[src/boot_seq_pkg.sv]
// Constants shared by the boot sequencer and its image buffer.
// Assumes a single system clock and a synchronous active-high reset.
`default_nettype none
package boot_seq_pkg;

    // ========================================================================
    // Register port
    localparam int          REG_ADDR_W     = 3;
    localparam int          REG_DATA_W     = 32;
    localparam logic [2:0]  OFS_PORT_DATA  = 3'h0;
    localparam logic [2:0]  OFS_EDGE_FLAG  = 3'h3;
    localparam logic        RST_PORT_DATA  = 1'b0;
    localparam logic        RST_EDGE_FLAG  = 1'b0;

    // ========================================================================
    // Instruction and branch word layout
    localparam int          WORD_W         = 32;
    localparam int          ALIGN_BITS     = 2;
    localparam int          BR_ZERO_MSB    = 31;
    localparam int          BR_ZERO_LSB    = 22;
    localparam int          BR_OFS_MSB     = 21;
    localparam int          BR_OFS_LSB     = 6;
    localparam int          BR_OP_MSB      = 5;
    localparam int          BR_OP_LSB      = 0;
    localparam logic [5:0]  BR_OPCODE      = 6'h06;
    localparam logic [31:0] RESET_ADDR     = 32'h0000_0000;

    // ========================================================================
    // Image buffer
    localparam int          FIFO_DEPTH     = 16;
    localparam int          FIFO_WIDTH     = 2 * WORD_W;

    typedef enum logic [1:0] {ST_IDLE, ST_WAIT_ACK, ST_SAFE} hold_state_t;

endpackage
`default_nettype wire

[src/fifo_if.sv]
// Valid/ready carrier between the sequencer and its image buffer.
// Assumes both ends run on the same clock.
`timescale 1ns/100ps
`default_nettype none
interface fifo_if #(
    parameter int WIDTH = 64
);
    logic             push_valid;
    logic             push_ready;
    logic [WIDTH-1:0] push_data;
    logic             pop_valid;
    logic             pop_ready;
    logic [WIDTH-1:0] pop_data;

    modport buf_mp  (input push_valid, push_data, pop_ready, output push_ready, pop_valid, pop_data);
    modport user_mp (output push_valid, push_data, pop_ready, input push_ready, pop_valid, pop_data);
endinterface
`default_nettype wire

[src/image_fifo.sv]
// Flip-flop FIFO holding image words on their way to program memory.
// Assumes a synchronous active-high reset and one clock.
`timescale 1ns/100ps
`default_nettype none
module image_fifo #(
    parameter int WIDTH = 64,
    parameter int DEPTH = 16
) (
    // Clock and reset
    input  wire logic clk_i,
    input  wire logic sys_rst_i,
    // Buffer ports
    fifo_if.buf_mp    port
);
    localparam int PTR_W = $clog2(DEPTH);
    localparam int CNT_W = $clog2(DEPTH + 1);
    localparam logic [PTR_W-1:0] LAST_PTR = PTR_W'(DEPTH - 1);
    localparam logic [CNT_W-1:0] FULL_CNT = CNT_W'(DEPTH);

    logic [WIDTH-1:0] mem_reg  [DEPTH];
    logic [WIDTH-1:0] mem_next [DEPTH];
    logic [PTR_W-1:0] wr_ptr_reg, wr_ptr_next;
    logic [PTR_W-1:0] rd_ptr_reg, rd_ptr_next;
    logic [CNT_W-1:0] count_reg, count_next;
    logic             ready_reg, ready_next;
    logic             push;
    logic             pop;

    // ========================================================================
    // Storage
    assign push = port.push_valid & ready_reg;
    assign pop  = port.pop_valid & port.pop_ready;

    genvar gi;
    generate
        for (gi = 0; gi < DEPTH; gi++) begin : g_entry
            assign mem_next[gi] = (push && wr_ptr_reg == PTR_W'(gi)) ? port.push_data : mem_reg[gi];
            always_ff @(posedge clk_i) begin
                mem_reg[gi] <= mem_next[gi];
            end
        end
    endgenerate

    // ========================================================================
    // Pointers and occupancy
    always_comb begin
        wr_ptr_next = wr_ptr_reg;
        rd_ptr_next = rd_ptr_reg;
        count_next  = count_reg;
        if (push) begin
            wr_ptr_next = (wr_ptr_reg == LAST_PTR) ? '0 : wr_ptr_reg + 1'b1;
        end
        if (pop) begin
            rd_ptr_next = (rd_ptr_reg == LAST_PTR) ? '0 : rd_ptr_reg + 1'b1;
        end
        if (push && !pop) begin
            count_next = count_reg + 1'b1;
        end else if (pop && !push) begin
            count_next = count_reg - 1'b1;
        end
        // Ready is registered so the source sees a flop; it is taken from the next count so no slot is lost.
        ready_next = (count_next != FULL_CNT);
    end

    always_ff @(posedge clk_i) begin
        if (sys_rst_i) begin
            wr_ptr_reg <= '0;
            rd_ptr_reg <= '0;
            count_reg  <= '0;
            ready_reg  <= 1'b1;
        end else begin
            wr_ptr_reg <= wr_ptr_next;
            rd_ptr_reg <= rd_ptr_next;
            count_reg  <= count_next;
            ready_reg  <= ready_next;
        end
    end

    assign port.push_ready = ready_reg;
    assign port.pop_valid  = (count_reg != '0);
    assign port.pop_data   = mem_reg[rd_ptr_reg];

    // ========================================================================
    // Checks
    AST_FIFO_BOUND: assert property (@(posedge clk_i) disable iff (sys_rst_i)
        count_reg <= FULL_CNT) else $error("Image buffer occupancy out of range.");
    AST_FIFO_FULL_STALL: assert property (@(posedge clk_i) disable iff (sys_rst_i)
        (count_reg == FULL_CNT) |-> !port.push_ready) else $error("Full buffer still accepts words.");
    COV_FIFO_FULL: cover property (@(posedge clk_i) disable iff (sys_rst_i) count_reg == FULL_CNT);
endmodule
`default_nettype wire

[src/external_boot_sequencer.sv]
// Boot-control sequencer: a one-bit parallel port that holds the core,
// captures its halt acknowledge, and buffers image words into program memory.
// Assumes the core pulses halt_ack_i while held and all inputs are synchronous.
`timescale 1ns/100ps
`default_nettype none
module external_boot_sequencer (
    // Clock and reset
    input  wire logic                                clk_i,
    input  wire logic                                sys_rst_i,
    // Register port
    input  wire logic [boot_seq_pkg::REG_ADDR_W-1:0] reg_addr_i,
    input  wire logic                                reg_write_i,
    input  wire logic [boot_seq_pkg::REG_DATA_W-1:0] reg_wdata_i,
    input  wire logic                                reg_read_i,
    output logic      [boot_seq_pkg::REG_DATA_W-1:0] reg_rdata_o,
    // Core handshake
    input  wire logic                                halt_ack_i,
    output logic                                     hold_req_o,
    // Image word stream
    input  wire logic                                img_valid_i,
    input  wire logic [boot_seq_pkg::WORD_W-1:0]     img_addr_i,
    input  wire logic [boot_seq_pkg::WORD_W-1:0]     img_data_i,
    output logic                                     img_ready_o,
    // Program memory write port
    output logic                                     mem_wr_valid_o,
    output logic      [boot_seq_pkg::WORD_W-1:0]     mem_wr_addr_o,
    output logic      [boot_seq_pkg::WORD_W-1:0]     mem_wr_data_o,
    input  wire logic                                mem_wr_ready_i,
    // Status
    output logic                                     align_err_o,
    output logic                                     branch_ok_o
);
    import boot_seq_pkg::*;

    hold_state_t         state_reg, state_next;
    logic                port_data_reg, port_data_next;
    logic                edge_flag_reg, edge_flag_next;
    logic                ack_prev_reg, ack_prev_next;
    logic [REG_DATA_W-1:0] rdata_reg, rdata_next;
    logic                out_valid_reg, out_valid_next;
    logic [WORD_W-1:0]   out_addr_reg, out_addr_next;
    logic [WORD_W-1:0]   out_data_reg, out_data_next;
    logic                align_err_reg, align_err_next;
    logic                branch_ok_reg, branch_ok_next;
    logic                ack_rise;
    logic                wr_port;
    logic                wr_edge;
    logic                take;
    logic                misaligned;
    logic [WORD_W-1:0]   pop_addr;
    logic [WORD_W-1:0]   pop_word;

    fifo_if #(.WIDTH(FIFO_WIDTH)) img_buf ();

    image_fifo #(
        .WIDTH (FIFO_WIDTH),
        .DEPTH (FIFO_DEPTH)
    ) u_image_fifo (
        .clk_i     (clk_i),
        .sys_rst_i (sys_rst_i),
        .port      (img_buf.buf_mp)
    );

    // ========================================================================
    // Parallel port and hold control
    // The acknowledge is only one cycle wide, so it is caught as an edge rather than sampled.
    assign ack_rise = halt_ack_i & ~ack_prev_reg;
    assign wr_port  = reg_write_i && (reg_addr_i == OFS_PORT_DATA);
    assign wr_edge  = reg_write_i && (reg_addr_i == OFS_EDGE_FLAG);

    always_comb begin
        ack_prev_next  = halt_ack_i;
        port_data_next = wr_port ? reg_wdata_i[0] : port_data_reg;
        // A capture in the same cycle as the clearing write wins, so no acknowledge is lost.
        edge_flag_next = ack_rise ? 1'b1 : (wr_edge ? 1'b0 : edge_flag_reg);
        rdata_next     = rdata_reg;
        if (reg_read_i) begin
            case (reg_addr_i)
                OFS_PORT_DATA: rdata_next = {{(REG_DATA_W-1){1'b0}}, port_data_reg};
                OFS_EDGE_FLAG: rdata_next = {{(REG_DATA_W-1){1'b0}}, edge_flag_reg};
                default:       rdata_next = '0;
            endcase
        end
        state_next = state_reg;
        case (state_reg)
            ST_IDLE: begin
                if (port_data_reg) begin
                    state_next = ST_WAIT_ACK;
                end
            end
            ST_WAIT_ACK: begin
                if (!port_data_reg) begin
                    state_next = ST_IDLE;
                end else if (ack_rise) begin
                    state_next = ST_SAFE;
                end
            end
            ST_SAFE: begin
                if (!port_data_reg) begin
                    state_next = ST_IDLE;
                end
            end
            default: state_next = ST_IDLE;
        endcase
    end

    always_ff @(posedge clk_i) begin
        if (sys_rst_i) begin
            state_reg     <= ST_IDLE;
            port_data_reg <= RST_PORT_DATA;
            edge_flag_reg <= RST_EDGE_FLAG;
            ack_prev_reg  <= 1'b0;
            rdata_reg     <= '0;
        end else begin
            state_reg     <= state_next;
            port_data_reg <= port_data_next;
            edge_flag_reg <= edge_flag_next;
            ack_prev_reg  <= ack_prev_next;
            rdata_reg     <= rdata_next;
        end
    end

    // ========================================================================
    // Image drain into program memory
    // Words wait in the buffer until the core is known to be held, so the source is stalled, not dropped.
    assign img_buf.push_valid = img_valid_i;
    assign img_buf.push_data  = {img_addr_i, img_data_i};
    // The hold must still be high, so no word slips out in the cycle in which the host releases the core.
    assign img_buf.pop_ready  = (state_reg == ST_SAFE) && port_data_reg && (!out_valid_reg || mem_wr_ready_i);
    assign pop_addr   = img_buf.pop_data[FIFO_WIDTH-1:WORD_W];
    assign pop_word   = img_buf.pop_data[WORD_W-1:0];
    assign take       = img_buf.pop_valid & img_buf.pop_ready;
    assign misaligned = (pop_addr[ALIGN_BITS-1:0] != '0);

    always_comb begin
        out_valid_next = out_valid_reg;
        out_addr_next  = out_addr_reg;
        out_data_next  = out_data_reg;
        align_err_next = align_err_reg;
        branch_ok_next = branch_ok_reg;
        if (take && !misaligned) begin
            out_valid_next = 1'b1;
            out_addr_next  = pop_addr;
            out_data_next  = pop_word;
        end else if (mem_wr_ready_i) begin
            out_valid_next = 1'b0;
        end
        if (take && misaligned) begin
            align_err_next = 1'b1;
        end
        if (take && !misaligned && pop_addr == RESET_ADDR) begin
            branch_ok_next = (pop_word[BR_ZERO_MSB:BR_ZERO_LSB] == '0)
                          && (pop_word[BR_OP_MSB:BR_OP_LSB] == BR_OPCODE);
        end
    end

    always_ff @(posedge clk_i) begin
        if (sys_rst_i) begin
            out_valid_reg <= 1'b0;
            out_addr_reg  <= '0;
            out_data_reg  <= '0;
            align_err_reg <= 1'b0;
            branch_ok_reg <= 1'b0;
        end else begin
            out_valid_reg <= out_valid_next;
            out_addr_reg  <= out_addr_next;
            out_data_reg  <= out_data_next;
            align_err_reg <= align_err_next;
            branch_ok_reg <= branch_ok_next;
        end
    end

    assign hold_req_o     = port_data_reg;
    assign reg_rdata_o    = rdata_reg;
    assign img_ready_o    = img_buf.push_ready;
    assign mem_wr_valid_o = out_valid_reg;
    assign mem_wr_addr_o  = out_addr_reg;
    assign mem_wr_data_o  = out_data_reg;
    assign align_err_o    = align_err_reg;
    assign branch_ok_o    = branch_ok_reg;

    // ========================================================================
    // Checks
    AST_EDGE_CAPTURE: assert property (@(posedge clk_i) disable iff (sys_rst_i)
        (halt_ack_i && !ack_prev_reg) |=> edge_flag_reg ##1 (edge_flag_reg || $past(wr_edge)))
        else $error("Rising acknowledge not captured.");
    AST_EDGE_HOLDS: assert property (@(posedge clk_i) disable iff (sys_rst_i)
        (edge_flag_reg && !wr_edge) |=> edge_flag_reg) else $error("Captured bit lost without a write.");
    AST_EDGE_READ: assert property (@(posedge clk_i) disable iff (sys_rst_i)
        (reg_read_i && reg_addr_i == OFS_EDGE_FLAG) |=> (reg_rdata_o == {31'h0, $past(edge_flag_reg)}))
        else $error("Captured bit read back wrongly.");
    AST_RESET_LOW: assert property (@(posedge clk_i)
        sys_rst_i |=> (!hold_req_o && !reg_rdata_o[0] && !edge_flag_reg)) else $error("Outputs not low after reset.");
    AST_HOLD_RELEASE: assert property (@(posedge clk_i) disable iff (sys_rst_i)
        (reg_write_i && reg_addr_i == OFS_PORT_DATA) |=> (hold_req_o == $past(reg_wdata_i[0])))
        else $error("Hold output did not follow the port write.");
    AST_NO_EARLY_WRITE: assert property (@(posedge clk_i) disable iff (sys_rst_i)
        $rose(mem_wr_valid_o) |-> ($past(state_reg) == ST_SAFE && $past(hold_req_o)))
        else $error("Program memory written before the core was held.");
    AST_SAFE_NEEDS_ACK: assert property (@(posedge clk_i) disable iff (sys_rst_i)
        (state_reg == ST_WAIT_ACK && !ack_rise) |=> (state_reg != ST_SAFE))
        else $error("Safe state entered without acknowledge.");
    AST_ALIGNED: assert property (@(posedge clk_i) disable iff (sys_rst_i)
        mem_wr_valid_o |-> (mem_wr_addr_o[1:0] == 2'h0)) else $error("Misaligned program memory write.");
    AST_BRANCH_FORM: assert property (@(posedge clk_i) disable iff (sys_rst_i)
        (mem_wr_valid_o && mem_wr_addr_o == RESET_ADDR && branch_ok_o && $changed(mem_wr_data_o))
        |-> (mem_wr_data_o[5:0] == 6'h06 && mem_wr_data_o[31:22] == 10'h000))
        else $error("Branch flag set for a malformed word.");
    AST_OUT_STABLE: assert property (@(posedge clk_i) disable iff (sys_rst_i)
        (mem_wr_valid_o && !mem_wr_ready_i) |=> (mem_wr_valid_o && $stable(mem_wr_addr_o) && $stable(mem_wr_data_o)))
        else $error("Memory write changed while stalled.");

    COV_HOLD_ACK: cover property (@(posedge clk_i) disable iff (sys_rst_i)
        hold_req_o ##[1:50] edge_flag_reg);
    COV_COPY: cover property (@(posedge clk_i) disable iff (sys_rst_i)
        mem_wr_valid_o && mem_wr_ready_i && branch_ok_o);
    COV_RELEASE: cover property (@(posedge clk_i) disable iff (sys_rst_i)
        (state_reg == ST_SAFE) ##1 (state_reg == ST_IDLE));
endmodule
`default_nettype wire

[config.mk]
export PLATFORM = sky130hd
export DESIGN_NAME = external_boot_sequencer
export DESIGN_NICKNAME = d
export VERILOG_FILES = /design/src/boot_seq_pkg.sv /design/src/fifo_if.sv /design/src/image_fifo.sv /design/src/external_boot_sequencer.sv
export SDC_FILE = /design/constraint.sdc
export NUM_CORES = 1
export LEC_CHECK = 0
export ABC_AREA = 1
export ABC_CLOCK_PERIOD_IN_PS = 5900
export BUFFER_PORTS_ARGS = -buffer_cell sky130_fd_sc_hd__buf_2
export CAP_MARGIN = 20
export CORE_MARGIN = 2
export CORE_UTILIZATION = 29
export CTS_BUF_LIST = sky130_fd_sc_hd__clkbuf_4 sky130_fd_sc_hd__clkbuf_8
export DETAILED_ROUTE_END_ITERATION = 7
export SLEW_MARGIN = 20
export SYNTH_ARGS = -nofsm -noshare
export SYNTH_HDL_FRONTEND = slang
export SYNTH_SLANG_ARGS = --single-unit
[constraint.sdc]
create_clock -name clk_i -period 5.9 [get_ports clk_i]
set_input_delay 0.885 -clock clk_i [delete_from_list [all_inputs] [get_ports clk_i]]
set_output_delay 0.885 -clock clk_i [all_outputs]
set_load 0.005 [all_outputs]
==> results_dict.tcl, run 1 <==
set metrics [dict create \
    outcome "finished, final reports clean" \
    synth_seq_cells 1115 \
    largest_reg_flops 1024 \
    dr.pass1.iters 7 \
    slowest_delay_ps 740 \
    fin_skew_ps 47.0 \
    clock-root-buffer "clkbuf_8" \
    holdCritStartpoint "halt_ack_i" \
    ctsHoldBuffers 0 \
    cts_tree "done" \
    cp_max_fo 109 \
    coreArea_um2 152000 \
    ctsResizeCount 0 \
    die_height_um 395 \
    slew_violations 0 \
    grt_pass1_vias 27100 \
    finalCriticalPeriod_ps 3990 \
    grtUsageTotal_pct 15.1 \
    setup_viol 0 \
    synth-main-ff-cell "edfxtp_1" \
    fin_util_pct 33.4 \
    synth_sequential_area_ratio_pct 73.5 \
    synth.avg_cell_area_um2 12.1 \
    finalCritPeriodShare_pct 67.6 \
    cts_made_buffers 180 \
    cp.required_ps 6650 \
    drc 0 \
    grt_pass1_wl_um 177000 \
    synth-edff-count 1024 \
    path_cells "clkinv_8 -> nor2_1 -> nand2_1 -> nand3_1 -> nand3_1 -> nand3_1 -> nand2_1 -> nor2_4 -> buf_4 -> inv_1 -> nor2_1 -> nor2_1" \
    cts_sinks 1115 \
    drtAntennaViolNets 0 \
    final-hold-violation-count 0 \
    crit_slowest_cell "dfxtp_4" \
    place_congestion 0.726 \
    start_kind "flip-flop" \
    clkTransAtPathRegs_ps 60 \
    syn_to_final_growth_pct 14.5 \
    syn_inst 3673 \
    max_cap_violations 0 \
    grt_max_degree 199 \
    die_w_um 395 \
    antenna_found_initial 34 \
    finalPower_uw 15900 \
    p_leak_uw 0.0177 \
    arrival_ps 4740 \
    async_flop_share_pct 0 \
    rsz0062_at_grt "no" \
    final_cells 6006 \
    htree_levels 4 \
    io_pins 207 \
    dp_hpwl_um 61000 \
    yosysUniqueCellTypes 37 \
    fin_nets 3934 \
    netlist_area_um2 44300 \
    port_buffers 144 \
    fmax_mhz 251 \
    via_per_inst 4.75 \
    post_cts_buffers 0 \
    grt-ovfl-total 0 \
    end_kind "flip-flop" \
    setup_tns_ps 0 \
    worst_ir_drop_vdd_uv 204 \
    std_cell_rows 143 \
    hold_class "in2reg" \
    drive_above_1_share_pct 13.3 \
    worstMarginPinSlew_ps 1180 \
    avgRoutedWirePerCell_um 20.1 \
    vias 28500 \
    slew_headroom_pct 21.6 \
    initial_core_util_pct 29.2 \
    critPathTopFamily "simple AND/OR/NAND/NOR gates" \
    cts_buffer_depth 3 \
    drt_wl_total_um 121000 \
    yosys_warnings 0 \
    worstSetupPathType "reg2reg" \
    clock_latency_ps 870 \
    dp_cells 5668 \
    detail_route.iter0.violations 2738 \
    cp_num_buf_inv 3 \
    power_density_nw_per_um2 313 \
    dieArea_um2 156000 \
]
-- cell type report --
| type | instances | area (um2) |
|---|---|---|
| antenna | 4 | 10.0 |
| clock buffer | 264 | 3170 |
| clock inverter | 69 | 478 |
| fill | 14900 | 101000 |
| inverter | 172 | 674 |
| multi-input combinational | 2157 | 9990 |
| sequential | 1115 | 32600 |
| tap | 2030 | 2540 |
| timing repair buffer | 195 | 1310 |
-- synth_stat cells, types with 3 or more instances --
library cell / n / area (um2)
o21ai_1: 29 / 145
nand3_1: 306 / 1530
inv_2: 3 / 11.3
nand2_1: 502 / 1880
buf_2: 88 / 440
edfxtp_1: 1024 / 30700
o221ai_1: 24 / 210
inv_1: 166 / 623
dfxtp_1: 91 / 1820
o21ai_0: 422 / 2110
a21oi_1: 32 / 160
buf_1: 18 / 67.6
ha_1: 7 / 87.6
clkbuf_1: 97 / 364
buf_6: 16 / 180
o211ai_1: 80 / 601
nor2_1: 614 / 2300
nand4_1: 3 / 18.8
buf_4: 37 / 278
o22ai_1: 56 / 350
xor2_1: 3 / 26.3
a31oi_1: 36 / 225
-- per-stage QoR --
step                      hold WS, ps  setup slack, ps  cell area [um2]
after floorplan                   421             1440            44400
after global placement            429             1970            47100
after detailed placement          448             1900            47100
after CTS                         156             1920            50700
after global routing              207             1620            50800
final                             243             1910            50800
-- cells by family after synthesis --
logic type | synth area share [%]
xor gates and xnor gates | 0.0593
AOI/OAI and AO/OA | 8.69
buffers and inverters | 4.52
adders and majority gates | 0.198
other | 0.00846
DFF | 73.5
and+or+nand+nor | 13.0
muxes | 0.0226
-- routing by layer --
layer,wire length [um],vias to the layer above,part of all wire [%],track usage [%]
met3,9180,259,7.6,3.85
met2,55900,1031,46,24.0
met4,3540,34,2.9,5.38
met1,52100,13900,43,19.9
li1,-,13300,-,-
met5,192,-,0.16,0
-- placed cells by master, fill, tap and decap left out, types with 74 or more instances in the layout --
master / instances
nor2_1: 598
edfxtp_1: 1024
o21ai_0: 422
dfxtp_1: 87
buf_2: 144
nand3_1: 306
nand2_1: 502
inv_1: 164
o211ai_1: 80
clkbuf_4: 74
clkbuf_8: 190
-- report_power, final --
group          internal [uW]  switching [uW]  total, uW
Combinational           95.3             331        426
Sequential              8750            28.4       8780
Clock                   3640            3070       6710
-- final timing paths --
check	endpoint	slack [ps]	depth (start not counted)
max	mem_wr_data_o[15]	1910	12
min	ack_prev_reg	240	3
max reg2reg	mem_wr_data_o[15]	1910	12
min reg2reg	edge_flag_reg	460	2
-- tightest hold or removal path, cell delays in order --
cell and delay [ps]:
buf_2 70, inv_1 40, nor2_1 70
Power figures use the tool's default switching activity.
==> run 2, diff against run 1 <==
--- a/config.mk
+++ b/config.mk
@@ -6,7 +6,7 @@
 export NUM_CORES = 1
 export LEC_CHECK = 0
 export ABC_AREA = 1
-export ABC_CLOCK_PERIOD_IN_PS = 5900
+export ABC_CLOCK_PERIOD_IN_PS = 3350
 export BUFFER_PORTS_ARGS = -buffer_cell sky130_fd_sc_hd__buf_2
 export CAP_MARGIN = 20
 export CORE_MARGIN = 2
==> constraint.sdc (replaced) <==
create_clock -name clk_i -period 3.35 [get_ports clk_i]
set_input_delay 0.5025 -clock clk_i [delete_from_list [all_inputs] [get_ports clk_i]]
set_output_delay 0.5025 -clock clk_i [all_outputs]
set_load 0.005 [all_outputs]
==> results_dict.tcl, run 2 (synthesized netlist as in run 1, its figures left out) <==
set metrics [dict create \
    place_congestion 0.740 \
    via_per_inst 4.79 \
    vias 29200 \
    cp_num_buf_inv 2 \
    largest_reg_flops 1024 \
    wl_met2_um 59600 \
    dp_hpwl_um 62200 \
    arrival_ps 3690 \
    place_ws_ps 503 \
    clkTransAtPathRegs_ps 60 \
    dr.pass1.iters 7 \
    detail_route.iter0.violations 2748 \
    finalCritPeriodShare_pct 88.7 \
    start_kind "flip-flop" \
    fin_nets 4022 \
    die_w_um 395 \
    cts_buffer_depth 3 \
    fmax_mhz 336 \
    port_buffers 144 \
    clock_latency_ps 870 \
    cp.required_ps 4070 \
    layout_commonest_cell "edfxtp_1" \
    hold_class "in2reg" \
    coreArea_um2 152000 \
    worst_ir_drop_vdd_uv 301 \
    rsz0062_at_grt "no" \
    cts_tree "done" \
    layout_common_cells "edfxtp_1 (1024), nor2_1 (598), nand2_1 (502)" \
    initial_core_util_pct 29.2 \
    worstSetupPathType "reg2reg" \
    clock-root-buffer "clkbuf_8" \
    grt_max_degree 151 \
    std_cell_rows 143 \
    avgRoutedWirePerCell_um 20.3 \
    dieArea_um2 156000 \
    slew_headroom_pct 43.2 \
    cts_sinks 1115 \
    final-hold-violation-count 0 \
    top_layer "met5" \
    finalPower_uw 28000 \
    finalCriticalPeriod_ps 2970 \
    cts_made_buffers 176 \
    met3_length_um 8400 \
    wl_met1_um 52800 \
    grt_pass1_wl_um 183000 \
    syn_to_final_growth_pct 16.8 \
    timing.final.ws_setup_ps 378 \
    drive_above_1_share_pct 13.5 \
    grt_pass1_vias 28000 \
    dpl_cell_area_um2 47400 \
    drtAntennaViolNets 0 \
    crit_slowest_cell "dfxtp_4" \
    outcome "finished, final reports clean" \
    die_height_um 395 \
    p_leak_uw 0.0182 \
    grt-ovfl-total 0 \
    ctsResizeCount 0 \
    cp_max_fo 117 \
    path_cells "clkinv_8 -> buf_12 -> o21ai_0 -> nand3_1 -> nand3_1 -> nand2_1 -> nor2_1 -> nand2_1 -> nor2_1 -> nand2_1 -> nor2_1 -> nand3_1 -> nand2_1 -> nor2_1" \
    setup_viol 0 \
    max_cap_violations 0 \
    htree_levels 4 \
    slowest_delay_ps 510 \
    antenna_found_initial 20 \
    drt_wl_total_um 124000 \
    drc 0 \
    fin_skew_ps 41.6 \
    critPathTopFamily "simple AND/OR/NAND/NOR gates" \
    grtUsageTotal_pct 15.5 \
    power_density_nw_per_um2 541 \
    end_kind "flip-flop" \
    slew_violations 0 \
    io_pins 207 \
    worstMarginPinSlew_ps 851 \
    fin_area_um2 51800 \
]
## run 2: cell types whose count changed in the layout (fill, tap and decap cells not counted), moves of 4 or more
cell	previous run	this run
clkbuf_4	74	84
dlygate4sd3_1	0	74
buf_12	15	31
clkinvlp_4	3	7
clkinv_1	32	24
clkinv_2	21	13
## run 2: worst register-to-register path, cell delays in order (launching register included)
cell	delay, ps
dfxtp_4	510
clkinv_8	270
buf_12	290
o21ai_0	450
nand3_1	90
nand3_1	130
nand2_1	90
nor2_1	270
nand2_1	90
nor2_1	120
nand2_1	170
nor2_1	170
nand3_1	80
nand2_1	80
nor2_1	50
## run 2: per-stage QoR
step / std cells / hold slack, ps / setup TNS (ps) / utilization (%)
after detailed placement: 5687 / 447 / 0 / 31.2
final: 6095 / 69.1 / 0 / 34.1
after global placement: 5687 / 430 / 0 / 31.2
after global routing: 6094 / 26.0 / 0 / 34.1
after floorplan: 3703 / 421 / -714570 / -
after CTS: 6091 / 3.25 / 0 / 34.1
## run 2: power by group
group          leakage [uW]  switching, uW  total, uW  internal [uW]
combinational       0.00626            610        846            235
clock               0.00193           5410      11700           6330
sequential          0.00999           50.6      15500          15400
## run 2: area by class of cell
class	count	area, um2
clock inverter	54	353
multi-input combinational	2157	9990
antenna	4	10.0
inverter	172	674
timing repair buffer	287	2370
clock buffer	276	3270
tap	2030	2540
fill	14800	100000
sequential	1115	32600
## run 2: worst paths after layout
path,from,to,slack (ps),cells past startpoint
worst max-delay path,flip-flop,branch_ok_o,380,14
worst min-delay path,img_addr_i[1],u_image_fifo.mem_reg[12][33],70,1
worst min register to register,state_reg[1],state_reg[0],460,1
worst max register to register,flip-flop,branch_ok_o,380,14
## run 2: metal layers
metal | GRT usage [%] | vias up
met2 | 25.6 | 937
met5 | 0 | -
met3 | 3.58 | 220
met4 | 4.47 | 24
met1 | 20.2 | 14500
li1 | - | 13500
## run 2: what timing repair did
| action | 4_1_cts | 5_1_grt |
|---|---|---|
| setup endpoints to repair | 0 | 0 |
| hold buffers | 74 | 0 |
| setup buffers | 0 | 0 |
| hold endpoints to repair | 973 | 0 |
